## config.mk

```make
export PLATFORM = sky130hd
export DESIGN_NAME = dcm_dac_channel_modulator
export DESIGN_NICKNAME = d
export VERILOG_FILES = /design/src/pkg/dcm_pkg.sv /design/src/dcm_sample_fifo.sv /design/src/dcm_interp_filter.sv /design/src/dcm_dac_channel_modulator.sv
export SDC_FILE = /design/constraint.sdc
export NUM_CORES = 2
export LEC_CHECK = 0
export BUFFER_PORTS_ARGS = -buffer_cell sky130_fd_sc_hd__buf_4
export CAP_MARGIN = 0
export CORE_MARGIN = 2
export CORE_UTILIZATION = 51
export DETAILED_ROUTE_END_ITERATION = 8
export GPL_TIMING_DRIVEN = 0
export PLACE_DENSITY = 0.72
export SYNTH_ARGS = -nofsm -noshare
export SYNTH_HDL_FRONTEND = slang
export SYNTH_SLANG_ARGS = --single-unit
```

## constraint.sdc

```tcl
create_clock -name ref_clk -period 12.1 [get_ports ref_clk]
set_input_delay 0.605 -clock ref_clk [delete_from_list [all_inputs] [get_ports ref_clk]]
set_output_delay 0.605 -clock ref_clk [all_outputs]
set_load 0.01 [all_outputs]
```

## src/pkg/dcm_pkg.sv

```systemverilog
/*
 * Shared constants, types and arithmetic helpers for the channel modulator.
 * Assumes a single update-rate clock and 32-bit AHB-Lite register access.
 */
package dcm_pkg;

    // ****************************************
    // datapath widths
    // ****************************************
    localparam int SAMPLE_W   = 14;
    localparam int COEF_W     = 16;
    localparam int COEF_FRAC  = 14;
    localparam int FIFO_DEPTH = 16;
    localparam int PHASE_W    = 3;

    // ****************************************
    // mixing coefficients, Q2.14
    // ****************************************
    localparam logic signed [COEF_W-1:0] COEF_POS_ONE  = 16'h4000;
    localparam logic signed [COEF_W-1:0] COEF_POS_HALF = 16'h2D41;
    localparam logic signed [COEF_W-1:0] COEF_ZERO     = 16'h0000;
    localparam logic signed [COEF_W-1:0] COEF_NEG_HALF = 16'hD2BF;
    localparam logic signed [COEF_W-1:0] COEF_NEG_ONE  = 16'hC000;

    // ****************************************
    // register map
    // ****************************************
    localparam logic [11:0] REG_CTRL   = 12'h000;
    localparam logic [11:0] REG_STATUS = 12'h004;

    localparam int CTRL_W        = 8;
    localparam int CTRL_EN_BIT   = 0;
    localparam int CTRL_DUAL_BIT = 1;
    localparam int CTRL_CHAN_BIT = 2;
    localparam int CTRL_PART_BIT = 3;
    localparam int CTRL_MIX_LSB  = 4;
    localparam int CTRL_UPS_LSB  = 6;
    localparam logic [CTRL_W-1:0] CTRL_RESET = 8'h00;

    localparam int STAT_UNDER_BIT = 0;
    localparam int STAT_EMPTY_BIT = 1;
    localparam int STAT_FULL_BIT  = 2;
    localparam int STAT_LVL_LSB   = 8;

    localparam logic [1:0] HTRANS_NONSEQ = 2'b10;

    // ****************************************
    // mode encodings
    // ****************************************
    typedef enum logic [1:0] {
        MIX_NONE = 2'b00,
        MIX_DIV2 = 2'b01,
        MIX_DIV4 = 2'b10,
        MIX_DIV8 = 2'b11
    } dcm_rate_t;

    typedef enum logic [1:0] {
        UPS_X1 = 2'b00,
        UPS_X2 = 2'b01,
        UPS_X4 = 2'b10,
        UPS_X8 = 2'b11
    } dcm_ups_t;

    // ****************************************
    // helpers
    // ****************************************
    // cosine of 2*pi*idx/8
    function automatic logic signed [COEF_W-1:0] cos8(input logic [2:0] idx);
        case (idx)
            3'd0:    cos8 = COEF_POS_ONE;
            3'd1:    cos8 = COEF_POS_HALF;
            3'd2:    cos8 = COEF_ZERO;
            3'd3:    cos8 = COEF_NEG_HALF;
            3'd4:    cos8 = COEF_NEG_ONE;
            3'd5:    cos8 = COEF_NEG_HALF;
            3'd6:    cos8 = COEF_ZERO;
            default: cos8 = COEF_POS_HALF;
        endcase
    endfunction : cos8

    // phase step scaled onto the eighth-turn grid
    function automatic logic [2:0] mixIndex(input dcm_rate_t rate, input logic [2:0] ph);
        case (rate)
            MIX_DIV2: mixIndex = {ph[0], 2'b00};
            MIX_DIV4: mixIndex = {ph[1:0], 1'b0};
            MIX_DIV8: mixIndex = ph;
            default:  mixIndex = 3'd0;
        endcase
    endfunction : mixIndex

    // drop fraction and clamp to sample range
    function automatic logic signed [SAMPLE_W-1:0] satSample(input logic signed [30:0] v);
        logic signed [16:0] s;
        s = 17'(v >>> COEF_FRAC);
        if (s > 17'sd8191) begin
            satSample = 14'h1FFF;
        end else if (s < -17'sd8192) begin
            satSample = 14'h2000;
        end else begin
            satSample = s[SAMPLE_W-1:0];
        end
    endfunction : satSample

endpackage : dcm_pkg

```

## src/dcm_sample_fifo.sv

```systemverilog
/*
 * Synchronous FIFO for paired I/Q samples, width and depth as parameters.
 * Assumes one clock; ready on the fill side is registered.
 */
module dcm_sample_fifo
    import dcm_pkg::*;
#(
    parameter int WIDTH = 2 * SAMPLE_W,
    parameter int DEPTH = FIFO_DEPTH
) (
    // clock and reset
    input  wire logic                     ref_clk,
    input  wire logic                     reset_n,
    // fill side
    input  wire logic                     inValid,
    input  wire logic [WIDTH-1:0]         inData,
    output logic                          inReady,
    // drain side
    output logic                          outValid,
    output logic [WIDTH-1:0]              outData,
    input  wire logic                     outReady,
    // level
    output logic [$clog2(DEPTH+1)-1:0]    level
);

    localparam int PTR_W = $clog2(DEPTH);
    localparam int CNT_W = $clog2(DEPTH+1);

    logic [WIDTH-1:0] mem [DEPTH];
    logic [PTR_W-1:0] wrPtr_r;
    logic [PTR_W-1:0] rdPtr_r;
    logic [CNT_W-1:0] count_r;
    logic [CNT_W-1:0] count_nxt;
    logic             ready_r;
    logic             push;
    logic             pop;

    assign push     = inValid && ready_r;
    assign pop      = outReady && (count_r != '0);
    assign outValid = (count_r != '0);
    assign outData  = mem[rdPtr_r];
    assign inReady  = ready_r;
    assign level    = count_r;

    always_comb begin
        count_nxt = count_r;
        if (push && !pop) begin
            count_nxt = count_r + CNT_W'(1);
        end else if (pop && !push) begin
            count_nxt = count_r - CNT_W'(1);
        end
    end

    always_ff @(posedge ref_clk) begin
        if (push) begin
            mem[wrPtr_r] <= inData;
        end
    end

    always_ff @(posedge ref_clk or negedge reset_n) begin
        if (!reset_n) begin
            wrPtr_r <= '0;
            rdPtr_r <= '0;
            count_r <= '0;
            ready_r <= 1'b0;
        end else begin
            if (push) begin
                wrPtr_r <= (wrPtr_r == PTR_W'(DEPTH-1)) ? '0 : wrPtr_r + PTR_W'(1);
            end
            if (pop) begin
                rdPtr_r <= (rdPtr_r == PTR_W'(DEPTH-1)) ? '0 : rdPtr_r + PTR_W'(1);
            end
            count_r <= count_nxt;
            ready_r <= (count_nxt != CNT_W'(DEPTH));
        end
    end

endmodule : dcm_sample_fifo

```

## src/dcm_interp_filter.sv

```systemverilog
/*
 * Interpolation stage for one channel: hold at the input rate, then a
 * two-tap averaging filter at the update rate. Real, linear-phase response.
 * Assumes load pulses at the chosen input rate.
 */
module dcm_interp_filter
    import dcm_pkg::*;
#(
    parameter int WIDTH = SAMPLE_W
) (
    // clock and reset
    input  wire logic                     ref_clk,
    input  wire logic                     reset_n,
    // input sample
    input  wire logic                     load,
    input  wire logic signed [WIDTH-1:0]  sampleIn,
    // filtered output
    output logic signed [WIDTH-1:0]       filtOut
);

    logic signed [WIDTH-1:0] hold_r;
    logic signed [WIDTH-1:0] prev_r;
    logic signed [WIDTH-1:0] out_r;
    logic signed [WIDTH:0]   sum;

    assign sum     = {hold_r[WIDTH-1], hold_r} + {prev_r[WIDTH-1], prev_r};
    assign filtOut = out_r;

    always_ff @(posedge ref_clk or negedge reset_n) begin
        if (!reset_n) begin
            hold_r <= '0;
            prev_r <= '0;
            out_r  <= '0;
        end else begin
            if (load) begin
                hold_r <= sampleIn;
            end
            prev_r <= hold_r;
            out_r  <= sum[WIDTH:1];
        end
    end

endmodule : dcm_interp_filter

```

## src/dcm_dac_channel_modulator.sv

```systemverilog
/*
 * Channel modulator behind the interpolation filters of a converter:
 * AHB-Lite control, input FIFO, pacing, two identical filters, real or
 * complex mixing at update rate /2, /4 or /8, output word per cycle.
 * Assumes ref_clk is the converter update clock and one AHB-Lite master.
 */
// Added by the designer: the placing of the registers and the AHB-Lite interface to the registers.
// How it works
// - I and Q pass through two instances of one identical real filter.
// - Single mode sends one chosen channel onward, the other is dropped.
// - Channel select 0 picks in-phase, 1 picks quadrature.
// - Rate field 00 none, 01 /2, 10 /4, 11 /8 in single mode.
// - Single mode multiplies the sample by a real cosine.
// - Dual mode multiplies I+jQ by a complex exponential.
// - Part select 0 outputs real product, 1 outputs imaginary product.
// - Dual mode uses the same rate field codes.
// - Complex mixer uses positive frequency only, pure translation.
// - Upsample field 00 x1, 01 x2, 10 x4, 11 x8 input pacing.
module dcm_dac_channel_modulator
    import dcm_pkg::*;
(
    // clock and reset
    input  wire logic                 ref_clk,
    input  wire logic                 reset_n,
    // ahb-lite slave
    input  wire logic                 hsel,
    input  wire logic [31:0]          haddr,
    input  wire logic [1:0]           htrans,
    input  wire logic                 hwrite,
    input  wire logic [2:0]           hsize,
    input  wire logic [31:0]          hwdata,
    input  wire logic                 hready,
    output logic [31:0]               hrdata,
    output logic                      hreadyout,
    output logic                      hresp,
    // sample input stream
    input  wire logic                 sampleValid,
    input  wire logic [SAMPLE_W-1:0]  sampleI,
    input  wire logic [SAMPLE_W-1:0]  sampleQ,
    output logic                      sampleReady,
    // converter output
    output logic [SAMPLE_W-1:0]       dacData
);

    localparam int LVL_W = $clog2(FIFO_DEPTH+1);

    // ****************************************
    // bus slave
    // ****************************************
    logic [CTRL_W-1:0] ctrl_r;
    logic [31:0]       hrdata_r;
    logic              hreadyout_r;
    logic              wrPend_r;
    logic [11:0]       wrAddr_r;
    logic              addrValid;
    logic              underrun_r;
    logic [LVL_W-1:0]  fifoLevel;
    logic              fifoReady;
    logic [31:0]       statusWord;

    assign addrValid  = hsel && htrans[1] && hready;
    assign hrdata     = hrdata_r;
    assign hreadyout  = hreadyout_r;
    assign hresp      = 1'b0;
    assign statusWord = {{(32-STAT_LVL_LSB-LVL_W){1'b0}}, fifoLevel,
                         {(STAT_LVL_LSB-STAT_FULL_BIT-1){1'b0}}, !fifoReady,
                         (fifoLevel == '0), underrun_r};

    always_ff @(posedge ref_clk or negedge reset_n) begin
        if (!reset_n) begin
            hreadyout_r <= 1'b0;
            wrPend_r    <= 1'b0;
            wrAddr_r    <= 12'h000;
        end else begin
            hreadyout_r <= 1'b1;
            wrPend_r    <= addrValid && hwrite;
            wrAddr_r    <= haddr[11:0];
        end
    end

    always_ff @(posedge ref_clk or negedge reset_n) begin
        if (!reset_n) begin
            hrdata_r <= 32'h0000_0000;
        end else if (addrValid && !hwrite) begin
            if (haddr[11:0] == REG_CTRL) begin
                hrdata_r <= {{(32-CTRL_W){1'b0}}, ctrl_r};
            end else if (haddr[11:0] == REG_STATUS) begin
                hrdata_r <= statusWord;
            end else begin
                hrdata_r <= 32'h0000_0000;
            end
        end
    end

    always_ff @(posedge ref_clk or negedge reset_n) begin
        if (!reset_n) begin
            ctrl_r <= CTRL_RESET;
        end else if (wrPend_r && wrAddr_r == REG_CTRL) begin
            ctrl_r <= hwdata[CTRL_W-1:0];
        end
    end

    logic      enable;
    logic      dualPath;
    logic      chanSel;
    logic      partSel;
    dcm_rate_t mixRate;
    dcm_ups_t  upsRate;

    assign enable   = ctrl_r[CTRL_EN_BIT];
    assign dualPath = ctrl_r[CTRL_DUAL_BIT];
    assign chanSel  = ctrl_r[CTRL_CHAN_BIT];
    assign partSel  = ctrl_r[CTRL_PART_BIT];
    assign mixRate  = dcm_rate_t'(ctrl_r[CTRL_MIX_LSB +: 2]);
    assign upsRate  = dcm_ups_t'(ctrl_r[CTRL_UPS_LSB +: 2]);

    // ****************************************
    // input fifo and pacing
    // ****************************************
    logic                    fifoValid;
    logic [2*SAMPLE_W-1:0]   fifoData;
    logic [2:0]              paceCnt_r;
    logic [2:0]              paceMax;
    logic                    popReq;
    logic                    load;

    dcm_sample_fifo #(
        .WIDTH (2 * SAMPLE_W),
        .DEPTH (FIFO_DEPTH)
    ) u_fifo (
        .ref_clk  (ref_clk),
        .reset_n  (reset_n),
        .inValid  (sampleValid),
        .inData   ({sampleQ, sampleI}),
        .inReady  (fifoReady),
        .outValid (fifoValid),
        .outData  (fifoData),
        .outReady (popReq),
        .level    (fifoLevel)
    );

    assign sampleReady = fifoReady;

    assign paceMax = 3'((4'd1 << upsRate) - 4'd1);
    assign popReq  = enable && (paceCnt_r == 3'd0);
    assign load    = popReq && fifoValid;

    always_ff @(posedge ref_clk or negedge reset_n) begin
        if (!reset_n) begin
            paceCnt_r <= 3'd0;
        end else if (!enable || paceCnt_r == 3'd0) begin
            paceCnt_r <= enable ? paceMax : 3'd0;
        end else begin
            paceCnt_r <= paceCnt_r - 3'd1;
        end
    end

    // sticky underrun, set wins over write-one clear
    always_ff @(posedge ref_clk or negedge reset_n) begin
        if (!reset_n) begin
            underrun_r <= 1'b0;
        end else if (popReq && !fifoValid) begin
            underrun_r <= 1'b1;
        end else if (wrPend_r && wrAddr_r == REG_STATUS && hwdata[STAT_UNDER_BIT]) begin
            underrun_r <= 1'b0;
        end
    end

    // ****************************************
    // interpolation filters
    // ****************************************
    logic signed [SAMPLE_W-1:0] filtI;
    logic signed [SAMPLE_W-1:0] filtQ;

    dcm_interp_filter #(
        .WIDTH (SAMPLE_W)
    ) u_filt_i (
        .ref_clk  (ref_clk),
        .reset_n  (reset_n),
        .load     (load),
        .sampleIn (fifoData[SAMPLE_W-1:0]),
        .filtOut  (filtI)
    );

    dcm_interp_filter #(
        .WIDTH (SAMPLE_W)
    ) u_filt_q (
        .ref_clk  (ref_clk),
        .reset_n  (reset_n),
        .load     (load),
        .sampleIn (fifoData[2*SAMPLE_W-1:SAMPLE_W]),
        .filtOut  (filtQ)
    );

    // ****************************************
    // mixer
    // ****************************************
    logic [PHASE_W-1:0]         phase_r;
    logic [PHASE_W-1:0]         phaseMask;
    logic [2:0]                 idx8;
    logic signed [COEF_W-1:0]   cosV;
    logic signed [COEF_W-1:0]   sinV;
    logic signed [29:0]         pIc;
    logic signed [29:0]         pQs;
    logic signed [29:0]         pIs;
    logic signed [29:0]         pQc;
    logic signed [30:0]         realSum;
    logic signed [30:0]         imagSum;
    logic signed [30:0]         mixSel;
    logic [SAMPLE_W-1:0]        dacData_r;

    assign phaseMask = (mixRate == MIX_DIV2) ? 3'b001 :
                       (mixRate == MIX_DIV4) ? 3'b011 :
                       (mixRate == MIX_DIV8) ? 3'b111 : 3'b000;

    always_ff @(posedge ref_clk or negedge reset_n) begin
        if (!reset_n) begin
            phase_r <= 3'd0;
        end else begin
            phase_r <= (phase_r + 3'd1) & phaseMask;
        end
    end

    assign idx8 = mixIndex(mixRate, phase_r);
    assign cosV = cos8(idx8);
    assign sinV = cos8(idx8 - 3'd2);

    assign pIc     = filtI * cosV;
    assign pQs     = filtQ * sinV;
    assign pIs     = filtI * sinV;
    assign pQc     = filtQ * cosV;
    // complex product real and imaginary parts
    assign realSum = 31'(pIc) - 31'(pQs);
    assign imagSum = 31'(pIs) + 31'(pQc);

    always_comb begin
        mixSel = 31'sd0;
        if (dualPath) begin
            mixSel = partSel ? imagSum : realSum;
        end else begin
            mixSel = chanSel ? 31'(pQc) : 31'(pIc);
        end
    end

    always_ff @(posedge ref_clk or negedge reset_n) begin
        if (!reset_n) begin
            dacData_r <= '0;
        end else begin
            dacData_r <= satSample(mixSel);
        end
    end

    assign dacData = dacData_r;

    logic signed [SAMPLE_W-1:0] negI;
    logic signed [SAMPLE_W-1:0] negQ;
    assign negI = (filtI == 14'sh2000) ? 14'sh1FFF : -filtI;
    assign negQ = (filtQ == 14'sh2000) ? 14'sh1FFF : -filtQ;
endmodule : dcm_dac_channel_modulator

```

[Word level (Yosys, flattened, before mapping)]
Memories as Yosys holds them, arrays and structs flattened. A register that Yosys moved wholly into a read port is not among the register bits.
Cells that the tools add are included.
Storage, ports and cells
  output and inout port bits: 49
  register bits: 145
  memories: 1
  RAM bits: 448
  memory bits (read-only): 0
  word-level logic and storage cells: 112
  input port bits: 103
  bits in latches: 0
Memory list
  u_fifo.mem: words 16, bits a word 28, read ports 1, clocked after Yosys merged registers in 1, write ports 1, line dcm_sample_fifo.sv:29  | logic [WIDTH-1:0] mem [DEPTH];
Operators by class
  reductions and logical operators: 33
  equality and inequality tests: 18
  shift-type cells: 1
  $lt $le $gt $ge: 2
  multipliers: 4
  divide/modulo/power cells: 0
  add/sub/neg operators: 12
  mux-type cells: 23
  bitwise logic cells: 1
Operators by type and width (number)
  16-bit case mux with 4 select lines: 2
  14-bit by 16-bit multiplier with 30-bit output: 4
  31-bit 2-to-1 mux: 3
  32-bit 2-to-1 mux: 1
  30-bit by 30-bit adder with 31-bit output: 1
  30-bit by 30-bit subtractor with 31-bit output: 1
  14-bit by 14-bit adder with 15-bit output: 2
  14-bit 2-to-1 mux: 2
  12-bit by 3-bit equality test with 1-bit output (second input constant): 2
  12-bit zero test: 2
  3-bit equality test (second input constant): 6
  17-bit by 14-bit > comparator with 1-bit output (second input constant): 1
  17-bit by 14-bit less-than comparator with 1-bit output (second input constant): 1
  3-bit 2-to-1 mux: 5
  1-bit logical AND: 13
  13-bit 2-to-1 mux: 1
  3-bit by 2-bit equality test with 1-bit output (second input constant): 4
  5-bit 2-to-1 mux: 2
  3-bit zero test: 3
  3-bit case mux with 3 select lines: 1
  4-bit by 1-bit adder with 4-bit output (second input constant): 2
  4-bit equality test (second input constant): 2
  4-bit 2-to-1 mux: 2
  2-bit OR reduction: 4
  other kinds (16): 27

[Longest topological paths before layout]
  depth after elaboration: 13
  mapped depth: 52
  depth with buffers taken out: 50

[Cells and area by module]
A second synthesis with hierarchy kept.
Unflattened totals
  cell total of the unflattened synthesis: 4522
  area, all modules: 54608.6 µm²
Modules (own cells, without submodules)
  dcm_dac_channel_modulator: cells an instance 3333, times used 1, area an instance 32866.5 µm², seq. area each 1401.3 µm²
  dcm_sample_fifo: cells an instance 914, times used 1, area an instance 18062.3 µm², seq. area each 13803.2 µm²
  dcm_interp_filter (u_filt_i): cells an instance 140, times used 1, area an instance 1858.0 µm², seq. area each 1051.0 µm²
  dcm_interp_filter (u_filt_q): cells an instance 135, times used 1, area an instance 1821.7 µm², seq. area each 1051.0 µm²

[Least setup slack after synthesis]
OpenSTA, ideal clock, no wires.
  path type: reg2reg
  from: register ctrl_r[4]
  to: register dacData_r[2] (netlist: dacData[2])
  period minus slack after synthesis: 12.295 ns
  arrival time: 12.164 ns
  library setup time: 0.130 ns
  path slack: -0.195 ns
  path buffers: 4
  cell stages (with the launch flop): 48
  required time: 11.970 ns
  cells stage by stage: dfrtp_1 clkbuf_1 a21oi_1 xnor2_1 nand2_1 o21ai_1 clkbuf_1 nand2_1 fa_1 fa_1 inv_1 fa_1 fa_1 fa_1 inv_1 fa_1 inv_1 ha_1 [12 not listed] inv_1 fa_1 inv_1 fa_1 inv_1 fa_1 inv_1 ha_1 clkbuf_1 and3_1 nand3_1 o31ai_4 nand3_1 mux2i_1 a2111o_1 o31ai_4 buf_6 a21oi_2
Between the ends
  word-level cells in the longest chain between the ends: 13
  elaborated cells between the ends (all ways): 36
  classes of those cells: add/sub (3); mul (4); order compare (2); eq/ne (13); mux (8); reduce/logical (6)
RTL lines
  start, declared: line dcm_dac_channel_modulator.sv:50  | logic [CTRL_W-1:0] ctrl_r;
  start signal, assigned: line dcm_dac_channel_modulator.sv:99  | ctrl_r <= hwdata[CTRL_W-1:0];
  2-bit equality test or 2-bit by 1-bit equality test with 1-bit output (tied branches): line dcm_pkg.sv:83  | case (rate)
  3-bit case mux with 3 select lines (*): line dcm_pkg.sv:83
  3-bit by 2-bit subtractor with 3-bit output: line dcm_dac_channel_modulator.sv:226  | assign sinV = cos8(idx8 - 3'd2);
  3-bit equality test or 3-bit by 2-bit equality test with 1-bit output (tied branches): line dcm_pkg.sv:69  | case (idx)
  2-bit OR reduction (no line)
  16-bit case mux with 4 select lines: line dcm_pkg.sv:69
  14-bit by 16-bit multiplier with 30-bit output, on equally long branches: line dcm_dac_channel_modulator.sv:229, dcm_dac_channel_modulator.sv:230
  30-bit by 30-bit subtractor with 31-bit output or 30-bit by 30-bit adder with 31-bit output (tied branches): line dcm_dac_channel_modulator.sv:233, dcm_dac_channel_modulator.sv:234
  31-bit 2-to-1 mux: line dcm_dac_channel_modulator.sv:239  | mixSel = partSel ? imagSum : realSum;
  31-bit 2-to-1 mux (*): line dcm_dac_channel_modulator.sv:238  | if (dualPath) begin
  17-bit by 14-bit less-than comparator with 1-bit output: line dcm_pkg.sv:97  | end else if (s < -17'sd8192) begin
  14-bit 2-to-1 mux: line dcm_pkg.sv:97
  14-bit 2-to-1 mux (*): line dcm_pkg.sv:95  | if (s > 17'sd8191) begin
  end signal, assigned: line dcm_dac_channel_modulator.sv:249  | dacData_r <= satSample(mixSel);
  end, declared: line dcm_dac_channel_modulator.sv:210  | logic [SAMPLE_W-1:0] dacData_r;
Mark *: on every way between the ends. The rest lies on a longest branch, timed or not.
A chain may end at the register's enable or synchronous reset.

[Worst setup path in the final report]
  from: register ctrl_r[4]
  to: register dacData_r[9] (netlist: dacData[9])
Same word-level chain as after synthesis.

==> flow_results.org <==
** Outcome
- Status :: complete, but fails checks
- Failing checks :: setup timing

** Floorplanning
- Number of placed I/O pins :: 152
- The total area inside the core boundary comes to 104800 um2.
- Effective utilization at floorplan :: 0.5120
- The die is 328.4 um wide.
- The floorplan step defined a die boundary enclosing 107900 um2.
- Floorplan row count :: 119
- Die Y-Extent :: 328.4 um

** Pwr
- Internal power :: 3.657 mW
- Pwr Density :: 80.76 nW/um2
- Switching power share of the total :: 0.2581
- The analysis attributes to cell leakage a power of 28.08 nW.
- Of the total power, registers draw 0.497.
- Relative contribution of combinational cells to total power :: 0.123
- Power comes to slightly below 5 mW.
- Clock network fraction of design power :: 0.380
- VDD sags by at most 219.6 uV.
- For this design the total switching power over the nets is ~1.3 mW.

** Critical path
- Largest incremental delay on the critical path :: roughly 0.56 ns
- The number of buffers and inverters on the critical path is 14.
- Most numerous cell on the critical path :: sky130_fd_sc_hd__fa_1
- Family with the most delay on the worst path :: adder cells
- In this run the worst path has a maximum fanout of 10.
- WP data required :: 12.63 ns
- The worst setup path is captured at a register.
- For this design, the slowest cell found on the critical path is sky130_fd_sc_hd__fa_1.
- STA puts the critical path data arrival time at around 13 ns.
- The worst setup path is launched from a register.
- Startpoint-to-endpoint class of the critical path :: register to register

** Global routing
- The initial antenna violation count was 2.
- Global-route wire length before repair :: roughly 220000 um
- Summed over all layers, the global routing overflow is 0.
- Entering global routing, the biggest net connects around 110 pins.
- The via count of the first global-routing pass is approximately 36000.
- Overall track demand over capacity in global routing :: 0.2714

** Place
- Counting tap cells, the placed design contains a total of roughly 5800 instances.
- The count of buffers added on input and output ports is 83.
- The congestion estimate from routability-driven global placement came to slightly below 1.
- OpenSTA, run right after detailed placement, puts the worst setup slack at -3.058 ns.
- The HPWL after detailed placement is 109100 um.

** Cells and area
- Fill cell count :: 8219
- Of the cells placed in the final design, the portion with a size suffix greater than 1 is 0.1672.
- Once layout is complete, the utilization of the core stands at 0.5822.
- The multi-input combinational cells in the finished layout cover a total of between 30000 and 40000 um2.
- Once layout is complete, the cells apart from fillers number 6006.
- In the final layout, flip-flops and latches occupy 17310 um2.
- From synthesis to final layout, the design area changed by 13.71%.
- The net count of the finished layout is between 5000 and 6000.

** Routing
- Mean number of vias per cell :: 5.618
- After detailed routing, the number of remaining DRC violations is 0.
- Detailed routing placed a total of 10800 um of wire on met3.
- Routed length per instance :: ~24 um
- The first detailed-routing pass took 6 iterations.
- The highest metal layer carrying signal wires in the routed design is met4.
- Summed over all nets, wire length on met2 after detailed routing comes to 72310 um.
- In this run the remaining antenna-violating nets after routing total 0.
- The detailed router put a total of roughly 53000 um of wire on met1.
- Total wire length :: ~140000 um
- Number of DRC markers in iteration 0 :: 2685
- Number of vias in the routed layout :: between 30000 and 40000

** STA
- Setup repair after global routing could not meet its margin everywhere.
- The final-report hold violation count was 0.
- Counting I/O delays and the setup requirement, the final critical path takes about 13 ns.
- Setup violations remaining at the end of the flow were counted as 14.
- Worst max-slew margin expressed relative to the limit :: 0.1723
- Tcrit/Tclk final :: 1.045
- The max-slew violation count came to 0.
- For this run, the top clock speed supported by timing is a little under 80 MHz.
- Slew of the pin with the lowest slew margin :: 1.242 ns
- Setup total negative slack on the finished layout was measured at -6.940 ns.
- Worst setup slack after layout :: -0.5485 ns
- Worst clock skew :: 0.04541 ns

** Clock network
- In this run the number of H-tree levels came out at 2.
- TritonCTS built the clock tree.
- CTS root buf :: sky130_fd_sc_hd__clkbuf_16
- Buffer levels on the longest clock path :: 3
- Worst-Skew Late Latency :: roughly 0.7 ns
- The number of clock buffers added by TritonCTS is 60.
- Clock transition at path regs :: roughly 0.06 ns
- The clock net in this run drives a total of 602 sinks.

** Synthesis
- Post-synthesis sequential element count :: 602
- Cells after Synth :: 4277
- Each instance of the synthesized netlist takes up on average 12.55 um2.
- After synthesis, the netlist uses 85 different library cells.
- For this run, the number of Yosys warnings is 0.
- The share of the Yosys chip area taken by registers is 0.3225.
- After synthesis the cells add up to 53670 um2.
- Main synth FF type :: sky130_fd_sc_hd__edfxtp_1
- Number of enable-type register cells in the synthesized netlist :: ~450
- Share of flip-flops with an asynchronous set or reset after synthesis :: 0.2558

** Worst hold path
- The worst hold path belongs to the class input pin to register.

** Run
- Max_cap viols :: 0
final timing paths:
check / cells past startpoint / start / to / slack [ns]
worst max-delay path: 47 / ctrl_r[4]$_DFFE_PN0P_ / dacData[9]$_DFF_PN0_ / -0.55
worst min-delay path: 1 / haddr[2] / wrAddr_r[2]$_DFF_PN0_ / 0.05
worst max register to register: 47 / ctrl_r[4]$_DFFE_PN0P_ / dacData[9]$_DFF_PN0_ / -0.55
worst min register to register: 0 / u_filt_q.hold_r[12]$_DFFE_PN0P_ / u_filt_q.prev_r[12]$_DFF_PN0_ / 0.41
max in group asynchronous: 3 / reset_n / phase_r[1]$_DFF_PN0_ / 10.68
min in group asynchronous: 2 / reset_n / hreadyout$_DFF_PN0_ / 0.36
cells in the mapped netlist, drive strengths merged (36+ instances only):
cell type / number / share of area
mux4: 140 / 0.059
clkbuf: 77 / 0.0054
edfxtp: 448 / 0.25
inv: 994 / 0.070
buf: 36 / 0.0043
ha: 332 / 0.077
and2: 83 / 0.0097
xor2: 36 / 0.0059
a21o: 38 / 0.0053
nor2: 141 / 0.0099
o21ai: 97 / 0.0090
xnor2: 115 / 0.019
fa: 855 / 0.32
nand2: 216 / 0.015
mux2: 40 / 0.0084
dfrtp: 154 / 0.072
a21oi: 112 / 0.011
registers in the layout (all words and copies together) (netlist names):
register          flops
u_fifo.rdPtr_r        4
u_filt_q.hold_r      14
paceCnt_r             3
u_fifo.inReady        1
hrdata               13
u_filt_q.prev_r      14
wrAddr_r             12
u_filt_i.prev_r      14
ctrl_r                8
u_fifo.level          5
phase_r               3
u_filt_i.filtOut     14
u_filt_i.hold_r      14
u_fifo.mem          448
u_filt_q.filtOut     14
hreadyout             1
u_fifo.wrPtr_r        4
dacData              14
wrPend_r              1
underrun_r            1
logic make-up after synthesis:
| kind of cell | count (synthesis) | synth area share |
|---|---|---|
| adder cells (fa/ha/maj) | 1187 | 0.3963 |
| buffers and inverters | 1108 | 0.07935 |
| AND/OR/NAND/NOR | 619 | 0.05523 |
| flip-flops | 602 | 0.3225 |
| AO/OA/AOI/OAI | 419 | 0.05306 |
| multiplexers | 189 | 0.06882 |
| XOR/XNOR | 151 | 0.02464 |
| other | 2 | 0.0001399 |
final cells by class:
class	instances	share of cell area
inverter	995	0.06190
clock buffer	82	0.02760
antenna	3	0.0001230
buffer	107	0.01191
clock inverter	30	0.005044
multi-input combinational	2588	0.5487
tap	1391	0.02852
sequential	602	0.2836
timing repair buffer	208	0.03260
power groups by stage:
stage / combinational (mW) / clock (mW) / sequential [mW]
floorplan: 0.350 / 0 / 2.47
global placement: 0.536 / 0 / 2.48
detailed placement: 0.581 / 0 / 2.48
CTS: 0.600 / 1.90 / 2.45
global route: 0.657 / 1.97 / 2.46
finish: 0.607 / 1.87 / 2.45
timing repair:
action	CTS	global route
pin swaps	85	55
gates resized for setup	278	90
endpoints found under the setup margin	14	14
hold buffers	1	0
buffers inserted	85	21
endpoints found under the hold margin	44	0
gates cloned	2	0
routing by layer:
layer / up-vias / GRT usage
met5: - / 0
met4: 0 / 0.1041
met3: 311 / 0.04462
met2: 1407 / 0.4683
met1: 17586 / 0.3446
li1: 14436 / -
stage by stage:
stage | cell area [um2] | hold slack [ns]
6_report | 61030 | 0.05420
3_5_place_dp | 56510 | 0.3930
3_3_place_gp | 56130 | 0.3875
5_1_grt | 61020 | 0.03880
2_1_floorplan | 53760 | 0.3094
4_1_cts | 60550 | 0.01647
cell usage in the layout (no fill, tap or decap), drive strengths merged, types with 140 or more instances in the layout:
| master | netlist | final |
|---|---|---|
| mux4 | 140 | 140 |
| ha | 332 | 332 |
| edfxtp | 448 | 448 |
| nor2 | 141 | 141 |
| fa | 855 | 855 |
| clkbuf | 77 | 152 |
| buf | 36 | 244 |
| dfrtp | 154 | 154 |
| inv | 994 | 994 |
| nand2 | 216 | 216 |
(Power assumes the default switching activity.)
